`config.mk`:
```
export PLATFORM = sky130hd
export DESIGN_NAME = pt_target
export DESIGN_NICKNAME = d
export VERILOG_FILES = /design/src/design/pt_pkg.sv /design/src/design/pt_target.sv
export SDC_FILE = /design/constraint.sdc
export NUM_CORES = 2
export LEC_CHECK = 0
export BUFFER_PORTS_ARGS = -buffer_cell sky130_fd_sc_hd__buf_2
export CAP_MARGIN = 20
export CORE_ASPECT_RATIO = 0.8
export CORE_MARGIN = 3
export CORE_UTILIZATION = 35
export CTS_CLUSTER_DIAMETER = 50
export DETAILED_ROUTE_END_ITERATION = 10
export PLACE_DENSITY_LB_ADDON = 0.1
export SLEW_MARGIN = 5
export SYNTH_ARGS = -nofsm -noshare
export SYNTH_HDL_FRONTEND = slang
export SYNTH_SLANG_ARGS = --single-unit
```
`constraint.sdc`:
```
create_clock -name clk -period 6.53 [get_ports clk]
set_input_delay 1.306 -clock clk [delete_from_list [all_inputs] [get_ports clk]]
set_output_delay 1.306 -clock clk [all_outputs]
set_load 0.03 [all_outputs]
```
`src/design/pt_pkg.sv`:
```
package pt_pkg;
  localparam logic [3:0] CMD_MRD = 4'h6;
  localparam logic [3:0] CMD_MWR = 4'h7;
  localparam logic [3:0] CMD_CRD = 4'ha;
  localparam logic [3:0] CMD_CWR = 4'hb;
  localparam logic [3:0] CMD_MRM = 4'hc;
  localparam logic [3:0] CMD_MRL = 4'he;
  localparam logic [3:0] CMD_MWI = 4'hf;

  localparam logic [1:0] CFG_TYPE0 = 2'h0;
  localparam int BAR0_LSB = 17;
  localparam int BAR1_LSB = 12;
  localparam logic [11:0] IF_FIRST = 12'h800;
  localparam logic [11:0] IF_LAST  = 12'h81c;
  localparam logic [11:0] REG_LAST = 12'h0fc;
  localparam logic [2:0] IF_STATUS_IDX = 3'h0;
  localparam int FIFO_NE_BIT = 30;

  localparam int FIFO_AW = 5;
  localparam int IDX_W = 15;
  localparam int FIFO_W = 1 + IDX_W + 4 + 32;

  typedef enum logic [1:0] {
    PT_IDLE = 2'h0,
    PT_WAIT = 2'h1,
    PT_DATA = 2'h3,
    PT_TURN = 2'h2
  } pt_st_e;

  typedef enum logic [1:0] {
    PT_C_IDLE = 2'h0,
    PT_C_LO   = 2'h1,
    PT_C_HI   = 2'h3
  } pt_cst_e;

  typedef enum logic [1:0] {
    PT_SP_CFG = 2'h0,
    PT_SP_IF  = 2'h1,
    PT_SP_MEM = 2'h2,
    PT_SP_REG = 2'h3
  } pt_sp_e;

  typedef struct packed {
    pt_st_e st; pt_cst_e cst; pt_sp_e sp;
    logic frame_q, rd, devsel_n, trdy_n, stop_n, targ_oe, ad_oe, par, par_oe, cfg_wr, if_wr;
    logic [31:0] ad_out; logic [IDX_W-1:0] aidx; logic [3:0] cmd;
    logic [31:0] wr_data; logic [3:0] wr_be;
    logic [FIFO_AW:0] wp, rp;
    logic drr_pend, drr_rdy, d_reg; logic [IDX_W-1:0] d_idx; logic [3:0] d_be, d_cmd;
    logic [31:0] d_data;
    logic j_rd, j_reg; logic [IDX_W-1:0] j_idx; logic [3:0] j_be; logic [31:0] j_data;
    logic core_req, core_we, core_reg; logic [15:0] core_addr, core_wdata; logic [1:0] core_be;
  } pt_state_s;
endpackage

```
`src/design/pt_target.sv`:
```
`timescale 1ns/10ps
// Function
// Claim configuration cycles only when address bits 1:0 are zero (type zero).
// Configuration reads drive the full 32-bit word regardless of byte enables.
// Configuration writes honour byte enables; empty burst phase skips write, advances address.
// Interface register window reads complete at once with data, no delayed read.
// Core-space read with FIFO empty and nothing outstanding queues delayed read, retries.
// Core-space read with FIFO data or outstanding read retries without queueing.
// Repeats retry until fetched data arrives, then complete with disconnect with data.
// Initiator repeats the identical read (address, command, enables) until completed.
// Core memory reads accept any enables; single-byte lane still drives whole half.
// Core register read enabling one byte within a half ends with target abort.
// Register read of upper half only or no bytes returns zeros quickly.
// Single-half fetch takes one core access, lower register or memory word.
// Full Dword memory read uses two 16-bit core accesses.
// Core contention stretches the fetch; core ack timing absorbs it.
// Accelerated host access lives in core configuration register six bit 14.
// Interface register 800h bit 30 shows write FIFO not empty, read directly.
// Host software should poll FIFO-not-empty before reading core space.
// Any target-terminated transaction ends within 5 bus clocks of its start.
// Core-space writes enter the write FIFO; interface register writes go direct.
// Core memory write with one byte enabled within a half is target aborted.
// Register writes abort on single bytes; only lower half reaches 16-bit registers.
// Memory write and invalidate behaves exactly as memory write.
// Initiator retry limits should exceed 84 or be disabled.
// Basic transaction takes 3 clocks after command phase; single write is 4.
// FIFO drains in order, each Dword split into lower and upper core accesses; halves with no enables and register upper halves are skipped.
module pt_target
  import pt_pkg::*;
(
  input  wire logic        clk,          // Bus clock
  input  wire logic        sys_rst,      // Synchronous reset
  input  wire logic        ce,           // Clock enable
  input  wire logic        frame_n,      // Cycle frame
  input  wire logic        irdy_n,       // Initiator ready
  input  wire logic        idsel,        // Configuration select
  input  wire logic [3:0]  cbe_n,        // Command / byte enables
  input  wire logic [31:0] ad_in,        // Address/data in
  output logic      [31:0] ad_out,       // Address/data out
  output logic             ad_oe,        // Address/data drive enable
  output logic             par_out,      // Parity out
  output logic             par_oe,       // Parity drive enable
  output logic             devsel_n,     // Device select
  output logic             trdy_n,       // Target ready
  output logic             stop_n,       // Stop
  output logic             targ_oe,      // Enable for devsel/trdy/stop
  input  wire logic        mem_en,       // Memory space enable
  input  wire logic [14:0] bar0_base,    // Core memory window base bits 31:17
  input  wire logic [19:0] bar1_base,    // Register window base bits 31:12
  output logic      [5:0]  cfg_idx,      // Configuration dword index
  input  wire logic [31:0] cfg_rdata,    // Configuration read data
  output logic             cfg_wr,       // Configuration write strobe
  output logic      [2:0]  if_idx,       // Interface register index
  input  wire logic [31:0] if_rdata,     // Interface register read data
  output logic             if_wr,        // Interface register write strobe
  output logic      [31:0] wr_data,      // Write data for cfg/if strobes
  output logic      [3:0]  wr_be,        // Byte enables for cfg/if strobes
  output logic             core_req,     // Core access request
  output logic             core_we,      // Core access is a write
  output logic             core_reg,     // Core register window, else memory
  output logic      [15:0] core_addr,    // Core 16-bit word address
  output logic      [1:0]  core_be,      // Core byte enables
  output logic      [15:0] core_wdata,   // Core write data
  input  wire logic        core_ack,     // Core access done
  input  wire logic [15:0] core_rdata    // Core read data
);
  pt_state_s s;
  pt_state_s n;
  logic [FIFO_W-1:0] fifo_mem [2**FIFO_AW];
  logic [FIFO_W-1:0] entry;
  logic push;
  logic emp;
  logic full;
  logic [3:0] be;
  logic sgl;
  logic done;
  logic xfer;
  logic go;
  logic half;
  logic [3:0] cmd;
  logic is_mem;
  logic is_rd;

  assign ad_out     = s.ad_out;
  assign ad_oe      = s.ad_oe;
  assign par_out    = s.par;
  assign par_oe     = s.par_oe;
  assign devsel_n   = s.devsel_n;
  assign trdy_n     = s.trdy_n;
  assign stop_n     = s.stop_n;
  assign targ_oe    = s.targ_oe;
  assign cfg_idx    = s.aidx[5:0];
  assign cfg_wr     = s.cfg_wr;
  assign if_idx     = s.aidx[2:0];
  assign if_wr      = s.if_wr;
  assign wr_data    = s.wr_data;
  assign wr_be      = s.wr_be;
  assign core_req   = s.core_req;
  assign core_we    = s.core_we;
  assign core_reg   = s.core_reg;
  assign core_addr  = s.core_addr;
  assign core_be    = s.core_be;
  assign core_wdata = s.core_wdata;

  always_comb begin
    n = s;
    push = 1'b0;
    go = 1'b0;
    half = 1'b0;
    emp = (s.wp == s.rp);
    full = (s.wp[FIFO_AW-1:0] == s.rp[FIFO_AW-1:0]) && (s.wp[FIFO_AW] != s.rp[FIFO_AW]);
    be = ~cbe_n;
    sgl = (be[1] ^ be[0]) | (be[3] ^ be[2]);
    cmd = cbe_n;
    // Write-and-invalidate decodes as a plain write
    is_mem = (cmd == CMD_MRD) || (cmd == CMD_MWR) || (cmd == CMD_MRM) || (cmd == CMD_MRL) ||
             (cmd == CMD_MWI);
    is_rd = (cmd == CMD_MRD) || (cmd == CMD_MRM) || (cmd == CMD_MRL) || (cmd == CMD_CRD);
    done = ~irdy_n & (~s.trdy_n | ~s.stop_n);
    xfer = ~irdy_n & ~s.trdy_n;
    entry = {s.sp == PT_SP_REG, s.aidx, be, ad_in};
    n.frame_q = frame_n;
    n.cfg_wr = 1'b0;
    n.if_wr = 1'b0;
    n.par = ^{s.ad_out, cbe_n};
    n.par_oe = s.ad_oe;

    case (s.st)
      PT_IDLE: begin
        if (~frame_n && s.frame_q) begin
          n.cmd = cmd;
          n.rd = is_rd;
          n.aidx = ad_in[16:2];
          if ((cmd == CMD_CRD || cmd == CMD_CWR) && idsel && ad_in[1:0] == CFG_TYPE0) begin
            n.sp = PT_SP_CFG;
            n.st = PT_WAIT;
          end else if (is_mem && mem_en && ad_in[31:BAR0_LSB] == bar0_base) begin
            n.sp = PT_SP_MEM;
            n.st = PT_WAIT;
          end else if (is_mem && mem_en && ad_in[31:BAR1_LSB] == bar1_base) begin
            if (ad_in[11:0] >= IF_FIRST && ad_in[11:0] <= IF_LAST) begin
              n.sp = PT_SP_IF;
              n.st = PT_WAIT;
            end else if (ad_in[11:0] <= REG_LAST) begin
              n.sp = PT_SP_REG;
              n.st = PT_WAIT;
            end
          end
          if (n.st == PT_WAIT) begin
            // Claim on the clock after the command phase
            n.devsel_n = 1'b0;
            n.targ_oe = 1'b1;
            n.ad_oe = is_rd;
          end
        end
      end
      PT_WAIT: begin
        // Decide once byte enables are valid; answer one clock later, well inside five
        if (~irdy_n) begin
          n.st = PT_DATA;
          case (s.sp)
            PT_SP_CFG: begin
              if (s.rd) begin
                n.ad_out = cfg_rdata;
                n.stop_n = 1'b0;
              end
              n.trdy_n = 1'b0;
            end
            PT_SP_IF: begin
              if (s.rd) begin
                n.ad_out = if_rdata;
                if (s.aidx[2:0] == IF_STATUS_IDX) begin
                  n.ad_out[FIFO_NE_BIT] = ~emp;
                end
                n.stop_n = 1'b0;
              end
              n.trdy_n = 1'b0;
            end
            default: begin
              if (s.rd) begin
                if (s.sp == PT_SP_REG && sgl) begin
                  n.devsel_n = 1'b1;
                  n.stop_n = 1'b0;
                end else if (be == 4'h0 || (s.sp == PT_SP_REG && be[1:0] == 2'h0)) begin
                  n.ad_out = '0;
                  n.trdy_n = 1'b0;
                  n.stop_n = 1'b0;
                end else if (s.drr_rdy && s.aidx == s.d_idx && be == s.d_be && s.cmd == s.d_cmd &&
                             (s.sp == PT_SP_REG) == s.d_reg) begin
                  n.ad_out = s.d_data;
                  n.trdy_n = 1'b0;
                  n.stop_n = 1'b0;
                  n.drr_pend = 1'b0;
                  n.drr_rdy = 1'b0;
                end else if (!emp || s.drr_pend) begin
                  n.stop_n = 1'b0;
                end else begin
                  n.stop_n = 1'b0;
                  n.drr_pend = 1'b1;
                  n.d_reg = (s.sp == PT_SP_REG);
                  n.d_idx = s.aidx;
                  n.d_be = be;
                  n.d_cmd = s.cmd;
                end
              end else if (sgl) begin
                n.devsel_n = 1'b1;
                n.stop_n = 1'b0;
              end else if (full) begin
                // A full FIFO ends the burst; the initiator comes back later
                n.stop_n = 1'b0;
              end else begin
                n.trdy_n = 1'b0;
              end
            end
          endcase
        end
      end
      PT_DATA: begin
        if (xfer && !s.rd) begin
          n.wr_data = ad_in;
          n.wr_be = be;
          case (s.sp)
            PT_SP_CFG: n.cfg_wr = (be != 4'h0);
            PT_SP_IF:  n.if_wr = 1'b1;
            default:   push = 1'b1;
          endcase
        end
        if (xfer) begin
          n.aidx = s.aidx + 1'b1;
        end
        if (done) begin
          n.trdy_n = 1'b1;
          n.ad_oe = 1'b0;
          if (frame_n) begin
            n.st = PT_TURN;
            n.devsel_n = 1'b1;
            n.stop_n = 1'b1;
          end else if (s.stop_n) begin
            n.st = PT_WAIT;
          end
        end
      end
      default: begin
        n.targ_oe = 1'b0;
        n.st = PT_IDLE;
      end
    endcase

    if (push) begin
      n.wp = s.wp + 1'b1;
    end

    // Core side: writes drain in order, a queued read waits for an empty FIFO
    case (s.cst)
      PT_C_IDLE: begin
        if (!emp) begin
          {n.j_reg, n.j_idx, n.j_be, n.j_data} = fifo_mem[s.rp[FIFO_AW-1:0]];
          n.j_rd = 1'b0;
          n.rp = s.rp + 1'b1;
        end else if (s.drr_pend && !s.drr_rdy) begin
          n.j_reg = s.d_reg;
          n.j_idx = s.d_idx;
          n.j_be = s.d_be;
          n.j_data = '0;
          n.j_rd = 1'b1;
        end
        if (!emp || (s.drr_pend && !s.drr_rdy)) begin
          if (n.j_be[1:0] != 2'h0) begin
            go = 1'b1;
            n.cst = PT_C_LO;
          end else if (!n.j_reg && n.j_be[3:2] != 2'h0) begin
            go = 1'b1;
            half = 1'b1;
            n.cst = PT_C_HI;
          end
        end
      end
      PT_C_LO: begin
        // Ack may be late while the core holds its RAM; the wait is open-ended here
        if (core_ack) begin
          if (s.j_rd) begin
            n.j_data[15:0] = core_rdata;
          end
          if (!s.j_reg && s.j_be[3:2] != 2'h0) begin
            go = 1'b1;
            half = 1'b1;
            n.cst = PT_C_HI;
          end else begin
            n.cst = PT_C_IDLE;
          end
        end
      end
      default: begin
        if (core_ack) begin
          if (s.j_rd) begin
            n.j_data[31:16] = core_rdata;
          end
          n.cst = PT_C_IDLE;
        end
      end
    endcase

    if (go) begin
      n.core_req = 1'b1;
      n.core_we = ~n.j_rd;
      n.core_reg = n.j_reg;
      n.core_addr = {n.j_idx, half};
      n.core_be = half ? n.j_be[3:2] : n.j_be[1:0];
      n.core_wdata = half ? n.j_data[31:16] : n.j_data[15:0];
    end else if (s.cst != PT_C_IDLE && n.cst == PT_C_IDLE) begin
      n.core_req = 1'b0;
      if (s.j_rd) begin
        n.drr_rdy = 1'b1;
        n.d_data = n.j_data;
      end
    end

    if (sys_rst) begin
      n = '0;
      n.frame_q = 1'b1;
      n.devsel_n = 1'b1;
      n.trdy_n = 1'b1;
      n.stop_n = 1'b1;
    end
  end

  always_ff @(posedge clk) begin
    if (ce || sys_rst) begin
      s <= n;
    end
  end

  // Storage has no reset; pointers alone define what is valid
  always_ff @(posedge clk) begin
    if (ce && push && !sys_rst) begin
      fifo_mem[s.wp[FIFO_AW-1:0]] <= entry;
    end
  end
endmodule

```
==> results.toml <==
[status]
status = "finished, final reports clean"

[cells_and_area]
n_fill_cell = 19700
num-nets-final = 4335
largest_reg_flops = 1664
area_growth_pct = 15.4
post-route-util = 0.407
postLayoutCellArea_mm2 = 0.0896
final_cells = 7292
drive_gt1_frac = 0.301

[place]
post_dp_cell_area_mm2 = 0.0829
place_ws_ns = 1.52
dpl.hpwl_mm = 152
numPortBuffers = 281
numPlacedInstances = 6901
place.gp.congestion = 0.832

[synth]
synth_edf_count = 1928
yosys_warnings = 0
async_flop_share = 0
syn_inst = 3809
synthDistinctLibCells = 66
synth_top_flop_cell = "edfxtp_1"
syn_area_mm2 = 0.0777
syn-num-nets = 3982
netlist.area_leader.share = 0.745
synthTopCellsByArea = "edfxtp_1 (75%), mux4_2 (14%), buf_4 (1.2%), mux2i_1 (1.2%), nor2_1 (0.90%)"
avgSynthCellArea_um2 = 20.4
yosysSeqAreaShare = 0.746
ys_ff_latch = 1933
yosys.area.top_type = "edfxtp_1"

[route]
wl_per_cell_um = 35.0
antenna_left = 0
dr.pass1.iters = 5
drt-initial-drc-count = 4284
via_per_inst = 5.51
drc = 0
vias = 40200
routed_wirelength_mm = 256

[pwr]
p_clk_frac = 0.388
p_int_uw = 22100
p_sw_uw = 7700
power.share.sequential = 0.482
power.density_mw_per_mm2 = 333
power_leakage_uw = 0.0285
comb_power_share = 0.130
vdd_drop_max_mv = 0.217
switching_share = 0.258

[timing]
tightest_slew_ns = 1.18
finalSetupTns_ns = 0
skew_ns = 0.0476
setup_viol = 0
finalMaxSlewViolations = 0
fmax_ghz = 0.216
max-slew-margin-rel = 0.211
setup_ws_ns = 1.90
hold_violations = 0
rsz0062_at_grt = "false"
finalCriticalPeriod_ns = 4.63
period_share = 0.710

[clock_tree]
cts_tree = "done"
post_cts_buffers = 0
numCtsBuffers = 216
cts_resized = 0
ctsRootBufferMaster = "clkbuf_16"
clock_sinks = 1933
htreeDepth = 4
clockBufferDepth = 4
insertion_delay_ns = 0.87
clkTransAtPathRegs_ns = 0.06
ctsHoldBuffers = 0

[floorplan]
coreArea_mm2 = 0.220
fp.dieW_um = 533
initial_core_util = 0.352
pin_count = 282
die_area_mm2 = 0.228
dieHeight_um = 427
placement_rows = 154

[grt]
track_usage = 0.223
antenna_found_initial = 14
grt_pass1_wl_mm = 351
grt_pass1_vias = 40300
gr-total-overflow = 0
grt_max_degree = 81

[worst_setup_path]
startpoint_type = "flop"
critPathKind = "flop to flop"
crit_family = "simple AND/OR/NAND/NOR gates"
arrival_ns = 5.15
end_kind = "flop"
worstPathRequired_ns = 7.04
path_cells = "and2_1, nand3_1, nor2_1, nand2_1, nor2_4, buf_4"
critPathMaxFanout = 25
cp_slowest_cell = "nor2_4"
cp_slowest_stage_delay_ns = 0.91
critPathBufInv = 1

[hold_path]
hp-class = "flop to flop"

[job]
max-cap-violations = 0
-- layout make-up --
cell class / count / area (µm²) / area share
Sequential cell: 1933 / 58000 / 0.647
Multi-Input combinational cell: 1541 / 18100 / 0.202
Clock buffer: 260 / 5570 / 0.0621
Tap cell: 2964 / 3710 / 0.0414
Timing Repair Buffer: 444 / 3130 / 0.0349
Clock inverter: 119 / 1010 / 0.0112
Inverter: 26 / 98.8 / 0.00110
Antenna cell: 5 / 12.5 / 0.000140
-- per-layer routing --
layer	up-vias	GRT usage	wire, µm
met1	22200	0.325	115000
met2	1370	0.352	120000
met3	312	0.0282	12700
li1	16300	-	-
met5	-	0	0
met4	0	0.0648	7750
-- stage by stage --
step	power (µW)	hold slack (ns)
after global routing	30900	0.594
final	29800	0.566
after CTS	30200	0.561
after floorplan	17000	0.527
after global placement	18600	0.551
after detailed placement	18600	0.544
-- power groups by stage --
stage | clock network [µW] | registers (µW) | logic (µW)
2_1_floorplan | 0 | 14500 | 2510
3_3_place_gp | 0 | 14700 | 3890
3_5_place_dp | 0 | 14700 | 3890
4_1_cts | 11800 | 14400 | 3900
5_1_grt | 12300 | 14400 | 4110
6_report | 11600 | 14400 | 3880
-- cells by family after synthesis --
group	share of synthesized area
fa+ha+maj	0.00225
simple gates	0.0339
buf+inv	0.0251
flops	0.746
mux	0.152
xor+xnor	0.0134
compound gates	0.0268
-- worst reg2reg max path, delay by kind of cell, from the launching register on --
kind                   cells  cell delay, ns
AND/OR/NAND/NOR            5            3.16
flip-flops                 1            0.66
buffers and inverters      1            0.45
-- final timing paths --
kind / startpoint / endpoint / slack (ns) / cells past startpoint
min reg2reg: s[118] / ad_out[28] / 0.57 / 2
max reg2reg: s[263] / fifo_mem[12][37] / 1.90 / 6
max: s[263] / fifo_mem[12][37] / 1.90 / 6
min: s[118] / ad_out[28] / 0.57 / 2
-- Yosys cell counts, types with 21 or more instances --
library cell / number
nand2_1: 112
nor2b_1: 57
buf_4: 123
nand3_1: 22
a22oi_1: 47
buf_2: 67
inv_1: 26
and3_1: 21
clkbuf_1: 79
a211oi_1: 28
mux2i_1: 90
edfxtp_1: 1928
nor2_1: 187
xnor2_1: 55
mux4_2: 483
and2_1: 30
a21oi_1: 93
xor2_1: 64
-- layout by cell type, fill, tap and decap left out, types with 18 or more instances in the layout --
master and count:
inv_1 24, o21ai_0 18, xor2_1 64, clkbuf_16 216
clkinv_2 30, mux4_2 483, a22oi_1 47, xnor2_1 55
buf_12 29, nor2b_1 56, edfxtp_1 1928, nor2_4 33
and3_1 21, nand2_1 110, clkbuf_1 44, a21oi_1 91
buf_4 127, nor2_1 153, clkinv_1 47, and2_1 30
buf_2 280, mux2i_1 90, nand3_1 22, a211oi_1 28
a31oi_1 20
Power figures use the tool's default switching activity.
